$ cat config.mk
export PLATFORM = sky130hd
export DESIGN_NAME = pdct_timer
export DESIGN_NICKNAME = d
export VERILOG_FILES = /design/src/hdl/pdct_pkg.sv /design/src/hdl/pdct_timer.sv
export SDC_FILE = /design/constraint.sdc
export NUM_CORES = 1
export LEC_CHECK = 0
export ABC_AREA = 0
export BUFFER_PORTS_ARGS = -buffer_cell sky130_fd_sc_hd__buf_2
export CORE_MARGIN = 5
export CORE_UTILIZATION = 65
export CTS_CLUSTER_SIZE = 24
export DETAILED_ROUTE_END_ITERATION = 8
export PLACE_DENSITY = 0.85
export SLEW_MARGIN = 30
export SYNTH_ARGS = -nofsm -noshare
export SYNTH_HDL_FRONTEND = slang
export SYNTH_SLANG_ARGS = --single-unit
$ cat constraint.sdc
create_clock -name mclk -period 7.15 [get_ports mclk]
set_input_delay 0.715 -clock mclk [delete_from_list [all_inputs] [get_ports mclk]]
set_output_delay 0.715 -clock mclk [all_outputs]
set_load 0.01 [all_outputs]
$ cat src/hdl/pdct_pkg.sv
package pdct_pkg;
   localparam logic [4:0] OFF_CONTROL = 5'h10;
   localparam logic [4:0] OFF_VECTOR = 5'h11;
   localparam logic [4:0] OFF_PRE_PAD = 5'h12;
   localparam logic [4:0] OFF_PRE_HIGH = 5'h13;
   localparam logic [4:0] OFF_PRE_MID = 5'h14;
   localparam logic [4:0] OFF_PRE_LOW = 5'h15;
   localparam logic [4:0] OFF_CNT_PAD = 5'h16;
   localparam logic [4:0] OFF_CNT_HIGH = 5'h17;
   localparam logic [4:0] OFF_CNT_MID = 5'h18;
   localparam logic [4:0] OFF_CNT_LOW = 5'h19;
   localparam logic [4:0] OFF_FLAGS = 5'h1A;
   localparam logic [7:0] VECTOR_RESET = 8'h0F;
   localparam logic [7:0] CONTROL_RESET = 8'h00;
   localparam logic [4:0] PRESC_TOP = 5'h1F;
   localparam logic [4:0] PRESC_BOTTOM = 5'h00;
   localparam logic [23:0] COUNT_ONE = 24'h000001;
   localparam logic [23:0] COUNT_ZERO = 24'h000000;
   // control field positions and synchroniser depth
   localparam int CTL_ENABLE = 0;
   localparam int CTL_CLK_LO = 1;
   localparam int CTL_ZD = 4;
   localparam int CTL_PIN_LO = 5;
   localparam int CTL_UNUSED = 3;
   localparam int SYNC_STAGES = 3;

   typedef enum logic [1:0] {CLK_SYS, CLK_GATED, CLK_TIN_PRE, CLK_TIN_DIRECT} pdct_clk_type;
   typedef enum logic {BUS_IDLE, BUS_ACK} pdct_bus_type;

   typedef struct packed {
      logic csN;
      logic readNotWrite;
      logic [4:0] regSel;
      logic [7:0] data;
   } pdct_bus_req_type;

   typedef struct packed {
      logic [7:0] data;
      logic dataOe;
      logic dtackN;
      logic dtackOe;
   } pdct_bus_rsp_type;

   typedef struct packed {
      pdct_bus_type bus;
      logic readCycle;
      logic [7:0] dataOut;
      logic [7:0] control;
      logic [7:0] vector;
      logic [23:0] preload;
      logic [23:0] count;
      logic [4:0] presc;
      logic needLoad;
      logic zeroFlag;
      logic square;
      logic [SYNC_STAGES-1:0] tinSync;
   } pdct_state_type;
endpackage : pdct_pkg

$ cat src/hdl/pdct_timer.sv
`timescale 1ns/1ps
module pdct_timer import pdct_pkg::*; (
   // clock and reset
   input wire logic mclk,
   input wire logic rst_n,
   // register bus
   input wire pdct_bus_req_type busReq,
   output pdct_bus_rsp_type busRsp,
   // timer pins
   input wire logic dualPinIn,
   input wire logic dualPinAckN,
   output logic timerOutPin,
   output logic timerOutOe
);
   pdct_state_type st_reg;
   pdct_state_type st_next;
   pdct_clk_type clkMode;
   logic [2:0] pinMode;
   logic tinLevel;
   logic tinRise;
   logic runState;
   logic prescUsed;
   logic prescStep;
   logic tick;
   logic zeroEvent;
   logic flagWriteOne;
   logic irqActive;
   logic ackFunction;
   logic busTake;
   logic ackTake;

   // read data mux; count is live, never latched
   function automatic logic [7:0] readMux(input pdct_state_type s, input logic [4:0] sel);
      logic [7:0] r;
      r = 8'h00;
      case (sel)
         OFF_CONTROL: r = s.control & ~(8'h01 << CTL_UNUSED);
         OFF_VECTOR: r = s.vector;
         OFF_PRE_HIGH: r = s.preload[23:16];
         OFF_PRE_MID: r = s.preload[15:8];
         OFF_PRE_LOW: r = s.preload[7:0];
         OFF_CNT_HIGH: r = s.count[23:16];
         OFF_CNT_MID: r = s.count[15:8];
         OFF_CNT_LOW: r = s.count[7:0];
         OFF_FLAGS: r = {7'h00, s.zeroFlag};
         default: r = 8'h00;
      endcase
      return r;
   endfunction : readMux

   // vectored configuration is the only one that answers an acknowledge
   function automatic logic isVectored(input logic [2:0] m);
      return m == 3'b101;
   endfunction : isVectored

   assign clkMode = pdct_clk_type'(st_reg.control[CTL_CLK_LO +: 2]);
   assign pinMode = st_reg.control[CTL_PIN_LO +: 3];
   // only the second and third stages are looked at
   assign tinLevel = st_reg.tinSync[1];
   assign tinRise = st_reg.tinSync[1] & ~st_reg.tinSync[2];

   always_comb begin
      runState = st_reg.control[CTL_ENABLE];
      if (clkMode == CLK_GATED) begin
         runState = st_reg.control[CTL_ENABLE] & tinLevel;
      end
   end

   assign prescUsed = (clkMode != CLK_TIN_DIRECT);
   // the prescaler follows mclk except in the two input-driven modes
   assign prescStep = runState & prescUsed & ((clkMode == CLK_TIN_PRE) ? tinRise : 1'b1);
   // the counter is ticked by prescaler rollover or a direct input edge
   assign tick = runState & (prescUsed ? (prescStep & (st_reg.presc == PRESC_BOTTOM)) :
                 tinRise);
   assign zeroEvent = tick & ~st_reg.needLoad & (st_reg.count == COUNT_ONE);
   assign busTake = (st_reg.bus == BUS_IDLE) & ~busReq.csN;
   assign flagWriteOne = busTake & ~busReq.readNotWrite & (busReq.regSel == OFF_FLAGS) &
                         busReq.data[0];
   assign ackFunction = (pinMode[2:1] == 2'b10) | (pinMode == 3'b110);
   assign irqActive = pinMode[2] & pinMode[0] & st_reg.zeroFlag;
   // acknowledge with the vector only from the vectored configuration
   assign ackTake = (st_reg.bus == BUS_IDLE) & busReq.csN & ~dualPinAckN &
                    isVectored(pinMode) & st_reg.zeroFlag;

   always_comb begin
      st_next = st_reg;
      st_next.tinSync = {st_reg.tinSync[SYNC_STAGES-2:0], dualPinIn};

      // prescaler: halt parks it at the top value
      if (!runState) begin
         st_next.presc = PRESC_TOP;
         st_next.needLoad = 1'b1;
      end else if (prescStep) begin
         st_next.presc = st_reg.presc - 5'h01;
      end

      // counter: first tick after run loads, later ones count or reload
      if (tick) begin
         if (st_reg.needLoad) begin
            st_next.count = st_reg.preload;
            st_next.needLoad = 1'b0;
         end else if (st_reg.count == COUNT_ZERO && !st_reg.control[CTL_ZD]) begin
            st_next.count = st_reg.preload;
         end else begin
            st_next.count = st_reg.count - COUNT_ONE;
         end
      end

      // flag: clear dominates set
      if (zeroEvent) begin
         st_next.zeroFlag = 1'b1;
      end
      if (flagWriteOne || !runState) begin
         st_next.zeroFlag = 1'b0;
      end

      // square wave idles high while halted
      if (!runState) begin
         st_next.square = 1'b1;
      end else if (zeroEvent) begin
         st_next.square = ~st_reg.square;
      end

      // bus: one access per select, acknowledge held until select and the acknowledge input are both released
      case (st_reg.bus)
         BUS_IDLE: begin
            if (busTake) begin
               st_next.bus = BUS_ACK;
               st_next.readCycle = busReq.readNotWrite;
               st_next.dataOut = readMux(st_reg, busReq.regSel);
               if (!busReq.readNotWrite) begin
                  case (busReq.regSel)
                     OFF_CONTROL: st_next.control = busReq.data & ~(8'h01 << CTL_UNUSED);
                     OFF_VECTOR: st_next.vector = busReq.data;
                     OFF_PRE_HIGH: st_next.preload[23:16] = busReq.data;
                     OFF_PRE_MID: st_next.preload[15:8] = busReq.data;
                     OFF_PRE_LOW: st_next.preload[7:0] = busReq.data;
                     // count and pad addresses drop the data; flag writes act through flagWriteOne
                     default: st_next.control = st_reg.control;
                  endcase
               end
            end else if (ackTake) begin
               st_next.bus = BUS_ACK;
               st_next.readCycle = 1'b1;
               st_next.dataOut = st_reg.vector;
            end
         end
         BUS_ACK: begin
            if (busReq.csN && dualPinAckN) begin
               st_next.bus = BUS_IDLE;
               st_next.readCycle = 1'b0;
            end
         end
         default: st_next.bus = BUS_IDLE;
      endcase
   end

   // preload and count keep their value through reset
   always_ff @(posedge mclk or negedge rst_n) begin
      if (!rst_n) begin
         st_reg.bus <= BUS_IDLE;
         st_reg.readCycle <= 1'b0;
         st_reg.dataOut <= 8'h00;
         st_reg.control <= CONTROL_RESET;
         st_reg.vector <= VECTOR_RESET;
         st_reg.presc <= PRESC_TOP;
         st_reg.needLoad <= 1'b1;
         st_reg.zeroFlag <= 1'b0;
         st_reg.square <= 1'b1;
         st_reg.tinSync <= '0;
      end else begin
         st_reg <= st_next;
      end
   end

   always_comb begin
      busRsp.data = st_reg.dataOut;
      busRsp.dataOe = (st_reg.bus == BUS_ACK) & st_reg.readCycle;
      busRsp.dtackN = ~(st_reg.bus == BUS_ACK);
      busRsp.dtackOe = (st_reg.bus == BUS_ACK);
   end

   // open-drain request low while the flag stands; square mode drives both levels
   always_comb begin
      timerOutPin = 1'b0;
      timerOutOe = 1'b0;
      if (pinMode[2:1] == 2'b01) begin
         timerOutPin = st_reg.square;
         timerOutOe = 1'b1;
      end else if (irqActive) begin
         timerOutOe = 1'b1;
      end
   end
endmodule : pdct_timer

# Word level (Yosys, flattened, before mapping)
# Cells that the tools add are included.
dict set report word_totals {
  register_bits 84
  in_bits 19
  output_inout_bits 13
  elab_cells 100
}
dict set report op_classes {
  addsub 2
  n_eq_ne 19
  muxes 22
  bitwise_logic 26
  reduce_logical 17
}
# cell n
set ops {}
lappend ops {{$pmux 8 s9} 1}
lappend ops {{$mux 24} 2}
lappend ops {{$eq 5x5->1 const B} 9}
lappend ops {{$eq 24x1->1 const B} 1}
lappend ops {{$logic_not 24->1} 1}
lappend ops {{$sub 24x1->24 const B} 1}
lappend ops {{$mux 10} 2}
lappend ops {{$and 1x1->1} 19}
lappend ops {{$reduce_and 5->1} 3}
lappend ops {{$mux 1} 13}
lappend ops {{$mux 5} 2}
lappend ops {{$reduce_and 4->1} 2}
lappend ops {{$not 1->1} 7}
lappend ops {{$ne 2x1->1 const B} 3}
lappend ops {{$reduce_and 2->1} 3}
lappend ops {{$logic_not 5->1} 1}
lappend ops {{$sub 5x1->5 const B} 1}
lappend ops {{$eq 2x1->1 const B} 2}
lappend ops {{$pmux 2 s2} 1}
lappend ops {{$reduce_bool 2->1} 2}
lappend ops {{$eq 3x3->1 const B} 1}
lappend ops {{$ne 3x1->1 const B} 1}
lappend ops {{$eq 2x2->1 const B} 1}
lappend ops {{$logic_and 1x1->1} 2}
lappend ops {{other kinds (4)} 5}

# Longest topological paths before layout
# Gate-level depths: netlist of run 1.
dict set report logic_depth {
  word_depth 11
  mapped_depth 8
}

# Worst setup path before layout of run 1
# Ideal clock, no wire load.
dict set report synth_path {
  kind {input to register}
  start {input busReq[14] (netlist bit)}
  end {register st_reg[51] (netlist bit), enable pin}
  setup_ps 395
  arrival_ps 2084
  path_slack_ps 4671
  stages 3
  path_buffers 0
  path_cell_list {nor3_1 -> nand2_1 -> nor4_1}
}
dict set report synth_between {
  elab_chain_cells 3
}
# element line
set synth_rtl {}
lappend synth_rtl {{start, declared} pdct_timer.sv:7} ;# input wire pdct_bus_req_type busReq,
lappend synth_rtl {{$not 1->1} pdct_timer.sv:76} ;# assign busTake = (st_reg.bus == BUS_IDLE) & ~busReq.csN;
lappend synth_rtl {{$and 1x1->1} pdct_timer.sv:76}
lappend synth_rtl {{$reduce_and 5->1 (no line)} --}
lappend synth_rtl {{end signal, assigned} pdct_timer.sv:172} ;# st_reg <= st_next;
lappend synth_rtl {{end, declared} pdct_timer.sv:15} ;# pdct_state_type st_reg;
# Every way passes these cells.
# A chain may end at the register's enable or synchronous reset.

# Final worst setup path of run 1
dict set report layout_path {
  start {register st_reg[17] (netlist bit)}
  end {register st_reg[18] (netlist bit), data pin}
}
dict set report layout_between {
  elab_chain_cells 4
}
# element line
set layout_rtl {}
lappend layout_rtl {{branches (longest 2 deep; another with $sub 24x1->24)} --}
lappend layout_rtl {{$mux 24 (*)} pdct_timer.sv:102} ;# end else if (st_reg.count == COUNT_ZERO && !st_reg.control[CTL_ZD]) begin
lappend layout_rtl {{$mux 24 (*)} pdct_timer.sv:99} ;# if (st_reg.needLoad) begin
# Every way passes the cells marked *.

==> results.toml, run 1 <==
[status]
run_status = "finished, final reports clean"

[die]
dieHeight_um = 92.68
standard_cell_row_count = 30
io_pins = 32
core_um2 = 6719
design.die.area_um2 = 8589
die_width_um = 92.68
start_util = 0.6613

[clocking]
postCtsSetupRepairBufs = 0
tritoncts = "yes"
htree_levels = 3
cts-buffers-inserted = 9
cts_repair_resize_count = 0
clk-insertion-delay-late_ns = 0.36
cts.hold.buffers_added = 0
clk_root_buffer_cell = "clkbuf_8"
clock_path_buffers = 2
tritoncts_num_sinks = 84
clk_pin_slew_worst_paths_ns = 0.09

[sta]
post-route-min-period_ns = 2.712
hold_viol_final = 0
finClkSkew_ns = 0.01380
worst_slew_margin_rel = 0.5808
finalSetupTns_ns = 0
unrepaired_setup_endpoints_after_global_routing = "no"
fmax_mhz = 368.7
setup_violations = 0
slew_limit_fails = 0
worst-slew-pin-transition_ns = 0.6222
hold_ws_ns = 0.3686
finalCritPeriodShare = 0.3794

[final_layout]
nFillCells = 483
final_cells = 511
layout.core_utilization = 0.7181
largest_register_ffs = 68
final_cell_mix = "edfxtp_1, nor2_1, buf_2"
n_antenna_cell = 0
synth_to_final_area_change_pct = 8.589
multi_input_area_um2 = 1897
final_layout_size_suffix_gt1_frac = 0.2135
nets = 450
area.sequential_um2 = 2356
layout.cells.most_common = "edfxtp_1"

[yosys]
syn_avg_cell_area_um2 = 10.94
ys_dominant_reg_cell = "edfxtp_1"
synthesis.instances = 406
syn-cell-area_um2 = 4443
synth_edf_count = 48
synthesis.yosys.warnings = 0
synth_async_sr_flop_share = 0.4286
synth-seq-cells = 84
yosysUniqueCellTypes = 57
synth_nets = 430
sequential_fraction_of_the_synthesis_area = 0.5303

[setup_path]
end_kind = "flip-flop"
reg2regPathDepth = 6
critical_path.n_buffers_inverters = 1
worstPathArrival_ns = 2.82
crit_path_start = "st_reg[17]$_DFFE_PP_"
critPathTopFamily = "simple AND/OR/NAND/NOR gates"
crit-reg2reg-launch = "st_reg[17]$_DFFE_PP_"
timing.critical_path.from_type = "flip-flop"
worst_path_max_delay_cell = "o31a_1"
timing.setup.critical_path_class = "flip-flop to flip-flop"
reg2reg_slack_ns = 4.44
worst_ep_required_time_ns = 7.26
timing.critical_path.slowest_cell_delay_ns = 0.58
timing.critical_path.fanout_max = 32
worst_r2r_endpoint = "st_reg[18]$_DFFE_PP_"
timing.critical_path.cells = "nor4_2, nand4_1, o31a_1, buf_4, nor2_1, a21oi_1"

[placement]
dp.final_hpwl_um = 7836
placed_cells = 495
io_buffers = 31
replace_congestion = 0.9786

[worst_hold_path]
hold_start = "st_next[1]$_DFF_PN0_"
worstHoldPathCells = 0
sink_of_the_worst_hold_path = "st_next[2]$_DFF_PN0_"
min-delay-path-class = "flip-flop to flip-flop"

[global_route]
grt_first_pass_wirelength_um = 17300
via_count_of_the_first_global_routing_pass = 3252
grt_max_degree = 39
grt_overflow = 0
global_route.usage.total = 0.2686
number_of_antenna_violations_at_the_first_check_in_global_routing = 0

[power]
irDropWorstVdd_mv = 0.1746
power.density_nw_per_um2 = 206.7
power_leakage_nw = 1.803

[route]
dr_total_vias = 3329
drtPass1Iterations = 5
finalWirelength_um = 10830
average_wire_length_per_cell_after_detail_routing_um = 21.20
ant_nets = 0
route.detailed.drc = 0
via_cell_ratio = 6.515
drt_iter0_markers = 315

[flow_run]
cap_viol_max_count = 0
-- worst reg2reg max path, cell delays in order, from the launching register on --
cell and delay [ns]:
edfxtp_1 0.49, nor4_2 0.46, nand4_1 0.41, o31a_1 0.58, buf_4 0.31, nor2_1 0.15
a21oi_1 0.05
-- metrics by stage --
stage	total power, mW	instance area [µm²]	setup WS (ns)
2_1_floorplan	0.6030	4443	4.671
3_3_place_gp	0.6272	4593	4.562
3_5_place_dp	0.6303	4594	4.564
4_1_cts	0.9991	4825	4.536
5_1_grt	1.033	4825	4.298
6_report	0.9973	4825	4.438
-- power by group --
part,total (mW),internal [mW],switching [mW]
sequential,0.539,0.527,0.0120
combinational,0.0812,0.0328,0.0484
clock,0.377,0.193,0.184
total,0.997,0.753,0.244
-- synth_stat cells, types with 2 or more instances --
| master | count | share of area |
|---|---|---|
| nand4bb_1 | 2 | 0.0051 |
| and2_1 | 4 | 0.0056 |
| nand4_1 | 3 | 0.0042 |
| buf_2 | 9 | 0.010 |
| o21ai_0 | 14 | 0.016 |
| buf_4 | 9 | 0.015 |
| a221oi_1 | 3 | 0.0059 |
| inv_1 | 10 | 0.0084 |
| nor4_1 | 8 | 0.011 |
| nor3_1 | 13 | 0.015 |
| o2bb2ai_1 | 3 | 0.0059 |
| nand2_1 | 23 | 0.019 |
| mux2i_1 | 20 | 0.045 |
| a21o_1 | 3 | 0.0051 |
| or2_2 | 4 | 0.0056 |
| xor2_1 | 3 | 0.0059 |
| a31oi_1 | 12 | 0.017 |
| nor2b_1 | 3 | 0.0042 |
| mux2_2 | 15 | 0.038 |
| clkbuf_1 | 9 | 0.0076 |
| nor2_1 | 46 | 0.039 |
| o22ai_1 | 8 | 0.011 |
| a21oi_1 | 25 | 0.028 |
| a211oi_1 | 2 | 0.0034 |
| mux4_2 | 2 | 0.010 |
| xnor2_1 | 22 | 0.043 |
| or3_1 | 3 | 0.0042 |
| dfrtp_1 | 25 | 0.14 |
| and3_1 | 2 | 0.0028 |
| nand2b_1 | 3 | 0.0042 |
| nand3_1 | 7 | 0.0079 |
| ha_1 | 5 | 0.014 |
| dfstp_2 | 11 | 0.065 |
| o31a_1 | 2 | 0.0039 |
| edfxtp_1 | 48 | 0.32 |
| nor4b_1 | 4 | 0.0079 |
-- cells by family (layout without fill, tap and decap cells) --
| kind of cell | count (synthesis) | after routing | share of synthesized area |
|---|---|---|---|
| flops | 84 | 84 | 0.5303 |
| buf+inv | 39 | 64 | 0.04308 |
| simple gates | 135 | 135 | 0.1566 |
| mux | 38 | 38 | 0.09575 |
| xor+xnor | 25 | 25 | 0.04928 |
| fa+ha+maj | 5 | 5 | 0.01408 |
| compound gates | 80 | 80 | 0.1110 |
-- worst max path at each step --
| stage | end | slack (ns) | cells after the start |
|---|---|---|---|
| 2_1_floorplan | st_reg[51]$_DFFE_PP_ | 4.67 | 3 |
| 3_3_place_gp | st_reg[66]$_DFFE_PN0P_ | 4.56 | 6 |
| 3_5_place_dp | st_reg[18]$_DFFE_PP_ | 4.56 | 6 |
| 4_1_cts | st_reg[18]$_DFFE_PP_ | 4.54 | 6 |
| 5_1_grt | st_reg[17]$_DFFE_PP_ | 4.30 | 6 |
| 6_report | st_reg[18]$_DFFE_PP_ | 4.44 | 6 |
-- metal layers --
layer	track usage	part of all wire	up-vias
met5	0	0	-
met4	0.1355	0.038	0
met1	0.3655	0.42	1605
li1	-	-	1522
met3	0.05443	0.083	33
met2	0.4109	0.46	169
-- cell type report --
cell class | count | area share
flip-flops and latches | 84 | 0.4883
repair buffers | 37 | 0.04149
clock buffers | 12 | 0.04123
well taps | 80 | 0.02075
multi-input cells | 283 | 0.3932
clock inverters | 4 | 0.006483
inverters | 11 | 0.008558
No activity file was read; power rests on OpenSTA's default activity.
==> run 2, diff against run 1 <==
CORE_UTILIZATION = 54   (was 65)
PLACE_DENSITY = 0.75   (was 0.85)
clock period = 2.3 ns   (was 7.15 ns; I/O delays follow)
==> run 2 against run 1 <==
Effect of this change:
- die area is 18% higher
- routed wire length is 5.8% higher
- sequential share of layout area is 2.3 points lower
- critical path depth stayed put
- clock skew is 0.0075 ns lower
- count of clock-buffer cells in the layout is 1 higher
- via count is 2.9% higher
- cell count is 9.4% higher
- non-clock buffer count is 23 higher
- worst setup slack worse by 4.4 ns
- core utilization is 9.6 points lower
- critical path type unchanged
- largest cell class unchanged
==> results.toml, run 2 (same netlist as run 1, synthesis figures left out) <==
[clocking]
htree_levels = 3
tritoncts = "yes"
cts-buffers-inserted = 9
clock_path_buffers = 2
clk_root_buffer_cell = "clkbuf_8"
tritoncts_num_sinks = 84
clk-insertion-delay-late_ns = 0.37
clk_pin_slew_worst_paths_ns = 0.08

[power]
relative_contribution_of_sequential_cells_to_total_power = 0.550
clkPwrFrac = 0.368
irDropWorstVdd_mv = 0.4694
switching_power_summed_over_all_nets_mw = 0.7498
power.density_nw_per_um2 = 602.8
comb_power_share = 0.082
p_int_mw = 2.299
power_leakage_nw = 1.919
design_power_total_mw = 3.049
sw_frac_of_total = 0.2459

[final_layout]
final_layout_size_suffix_gt1_frac = 0.2511
synth_to_final_area_change_pct = 13.86
layout.core_utilization = 0.6219
largest_register_ffs = 68
nets = 473
multi_input_area_um2 = 1926
nFillCells = 636
area.sequential_um2 = 2356
n_antenna_cell = 0
final_cell_mix = "edfxtp_1, nor2_1, buf_2"
layout.cells.most_common = "edfxtp_1"

[setup_path]
worstPathArrival_ns = 2.38
critPathTopFamily = "simple AND/OR/NAND/NOR gates"
end_kind = "flip-flop"
timing.critical_path.slowest_cell_delay_ns = 0.53
timing.critical_path.cells = "nor3_1, buf_4, nand3_1, nor4b_1, xnor2_1, a21oi_1"
timing.critical_path.fanout_max = 10
crit-reg2reg-launch = "st_reg[13]$_DFFE_PP_"
worst_ep_required_time_ns = 2.42
crit_path_start = "st_reg[13]$_DFFE_PP_"
timing.critical_path.from_type = "flip-flop"
critical_path.n_buffers_inverters = 1
timing.setup.critical_path_class = "flip-flop to flip-flop"
worst_path_max_delay_cell = "nor4b_1"

[sta]
hold_viol_final = 0
setup_violations = 0
slew_limit_fails = 0
unrepaired_setup_endpoints_after_global_routing = "yes"
worst-slew-pin-transition_ns = 0.6400
post-route-min-period_ns = 2.258
finClkSkew_ns = 0.006321
fmax_mhz = 442.8
finalCritPeriodShare = 0.9818
worst_slew_margin_rel = 0.5688

[global_route]
via_count_of_the_first_global_routing_pass = 3290
global_route.usage.total = 0.2362
grt_first_pass_wirelength_um = 18020
grt_max_degree = 34
number_of_antenna_violations_at_the_first_check_in_global_routing = 0
grt_overflow = 0

[route]
finalWirelength_um = 11470
dr_total_vias = 3425
drt_iter0_markers = 375
route.detailed.drc = 0
via_cell_ratio = 6.127
average_wire_length_per_cell_after_detail_routing_um = 20.51
ant_nets = 0
drtPass1Iterations = 5

[die]
dieHeight_um = 100.7
core_um2 = 8134
die_width_um = 100.7
start_util = 0.5462
io_pins = 32
standard_cell_row_count = 33
design.die.area_um2 = 10140

[placement]
dp.final_hpwl_um = 8264
replace_congestion = 0.9424
io_buffers = 31

[worst_hold_path]
min-delay-path-class = "input pin to flip-flop"
hold_start = "busReq[7]"

[flow_run]
cap_viol_max_count = 0

[status]
run_status = "finished, final reports clean"
-- run 2: layer usage --
metal / global-route usage / vias to the layer above / share of wire
li1: - / 1575 / -
met2: 0.3595 / 160 / 0.46
met5: 0 / - / 0
met3: 0.06021 / 27 / 0.078
met4: 0.09326 / 0 / 0.032
met1: 0.3251 / 1663 / 0.42
-- run 2: final timing paths --
path,cells after the start,slack [ns],end
hold reg to reg,0,0.36,st_next[2]$_DFF_PN0_
hold / removal,1,0.10,st_reg[58]$_DFFE_PP_
setup reg to reg,6,0.04,st_reg[34]$_DFFE_PP_
setup / recovery,6,0.04,st_reg[34]$_DFFE_PP_
max in group asynchronous,3,1.36,st_reg[61]$_DFFE_PN1P_
min in group asynchronous,2,0.48,st_reg[6]$_DFFE_PN1P_
-- run 2: power groups by stage --
stage / sequential [mW] / combinational [mW] / clock [mW]
5_1_grt: 1.68 / 0.274 / 1.22
6_report: 1.68 / 0.250 / 1.12
3_5_place_dp: 1.71 / 0.246 / 0
2_1_floorplan: 1.69 / 0.181 / 0
4_1_cts: 1.68 / 0.251 / 1.13
3_3_place_gp: 1.71 / 0.242 / 0
-- run 2: repair_timing --
action	in CTS	in global routing
setup buffers	0	1
resized for setup	0	3
endpoints found under the setup margin	0	21
endpoints found under the hold margin	8	0
hold buffers	2	0
-- run 2: final cells by class --
| class | instances | share of cell area |
|---|---|---|
| flip-flops and latches | 84 | 0.4657 |
| inverters | 11 | 0.008162 |
| clock inverters | 3 | 0.004699 |
| well taps | 105 | 0.02597 |
| repair buffers | 60 | 0.07717 |
| multi-input cells | 283 | 0.3807 |
| clock buffers | 13 | 0.03760 |
-- run 2: worst reg2reg max path: cells and delay by family (launching register included) --
kind	cells	cell delay [ns]
simple gates	3	1.09
flops	1	0.49
xor+xnor	1	0.18
compound gates	1	0.08
buf+inv	1	0.17
-- run 2: through the flow --
stage                     instance area [µm²]   TNS, ns  setup slack, ns  hold slack (ns)  instances
final                                    5059         0          0.04176           0.1029        559
after floorplan                          4449         0           0.1058         -0.06559        406
after global placement                   4793         0           0.1091           0.3281        540
after global routing                     5059  -0.08215         -0.07707          0.09268        559
after CTS                                5027         0         0.004836          0.09342        558
after detailed placement                 4793         0          0.03769           0.3373        540
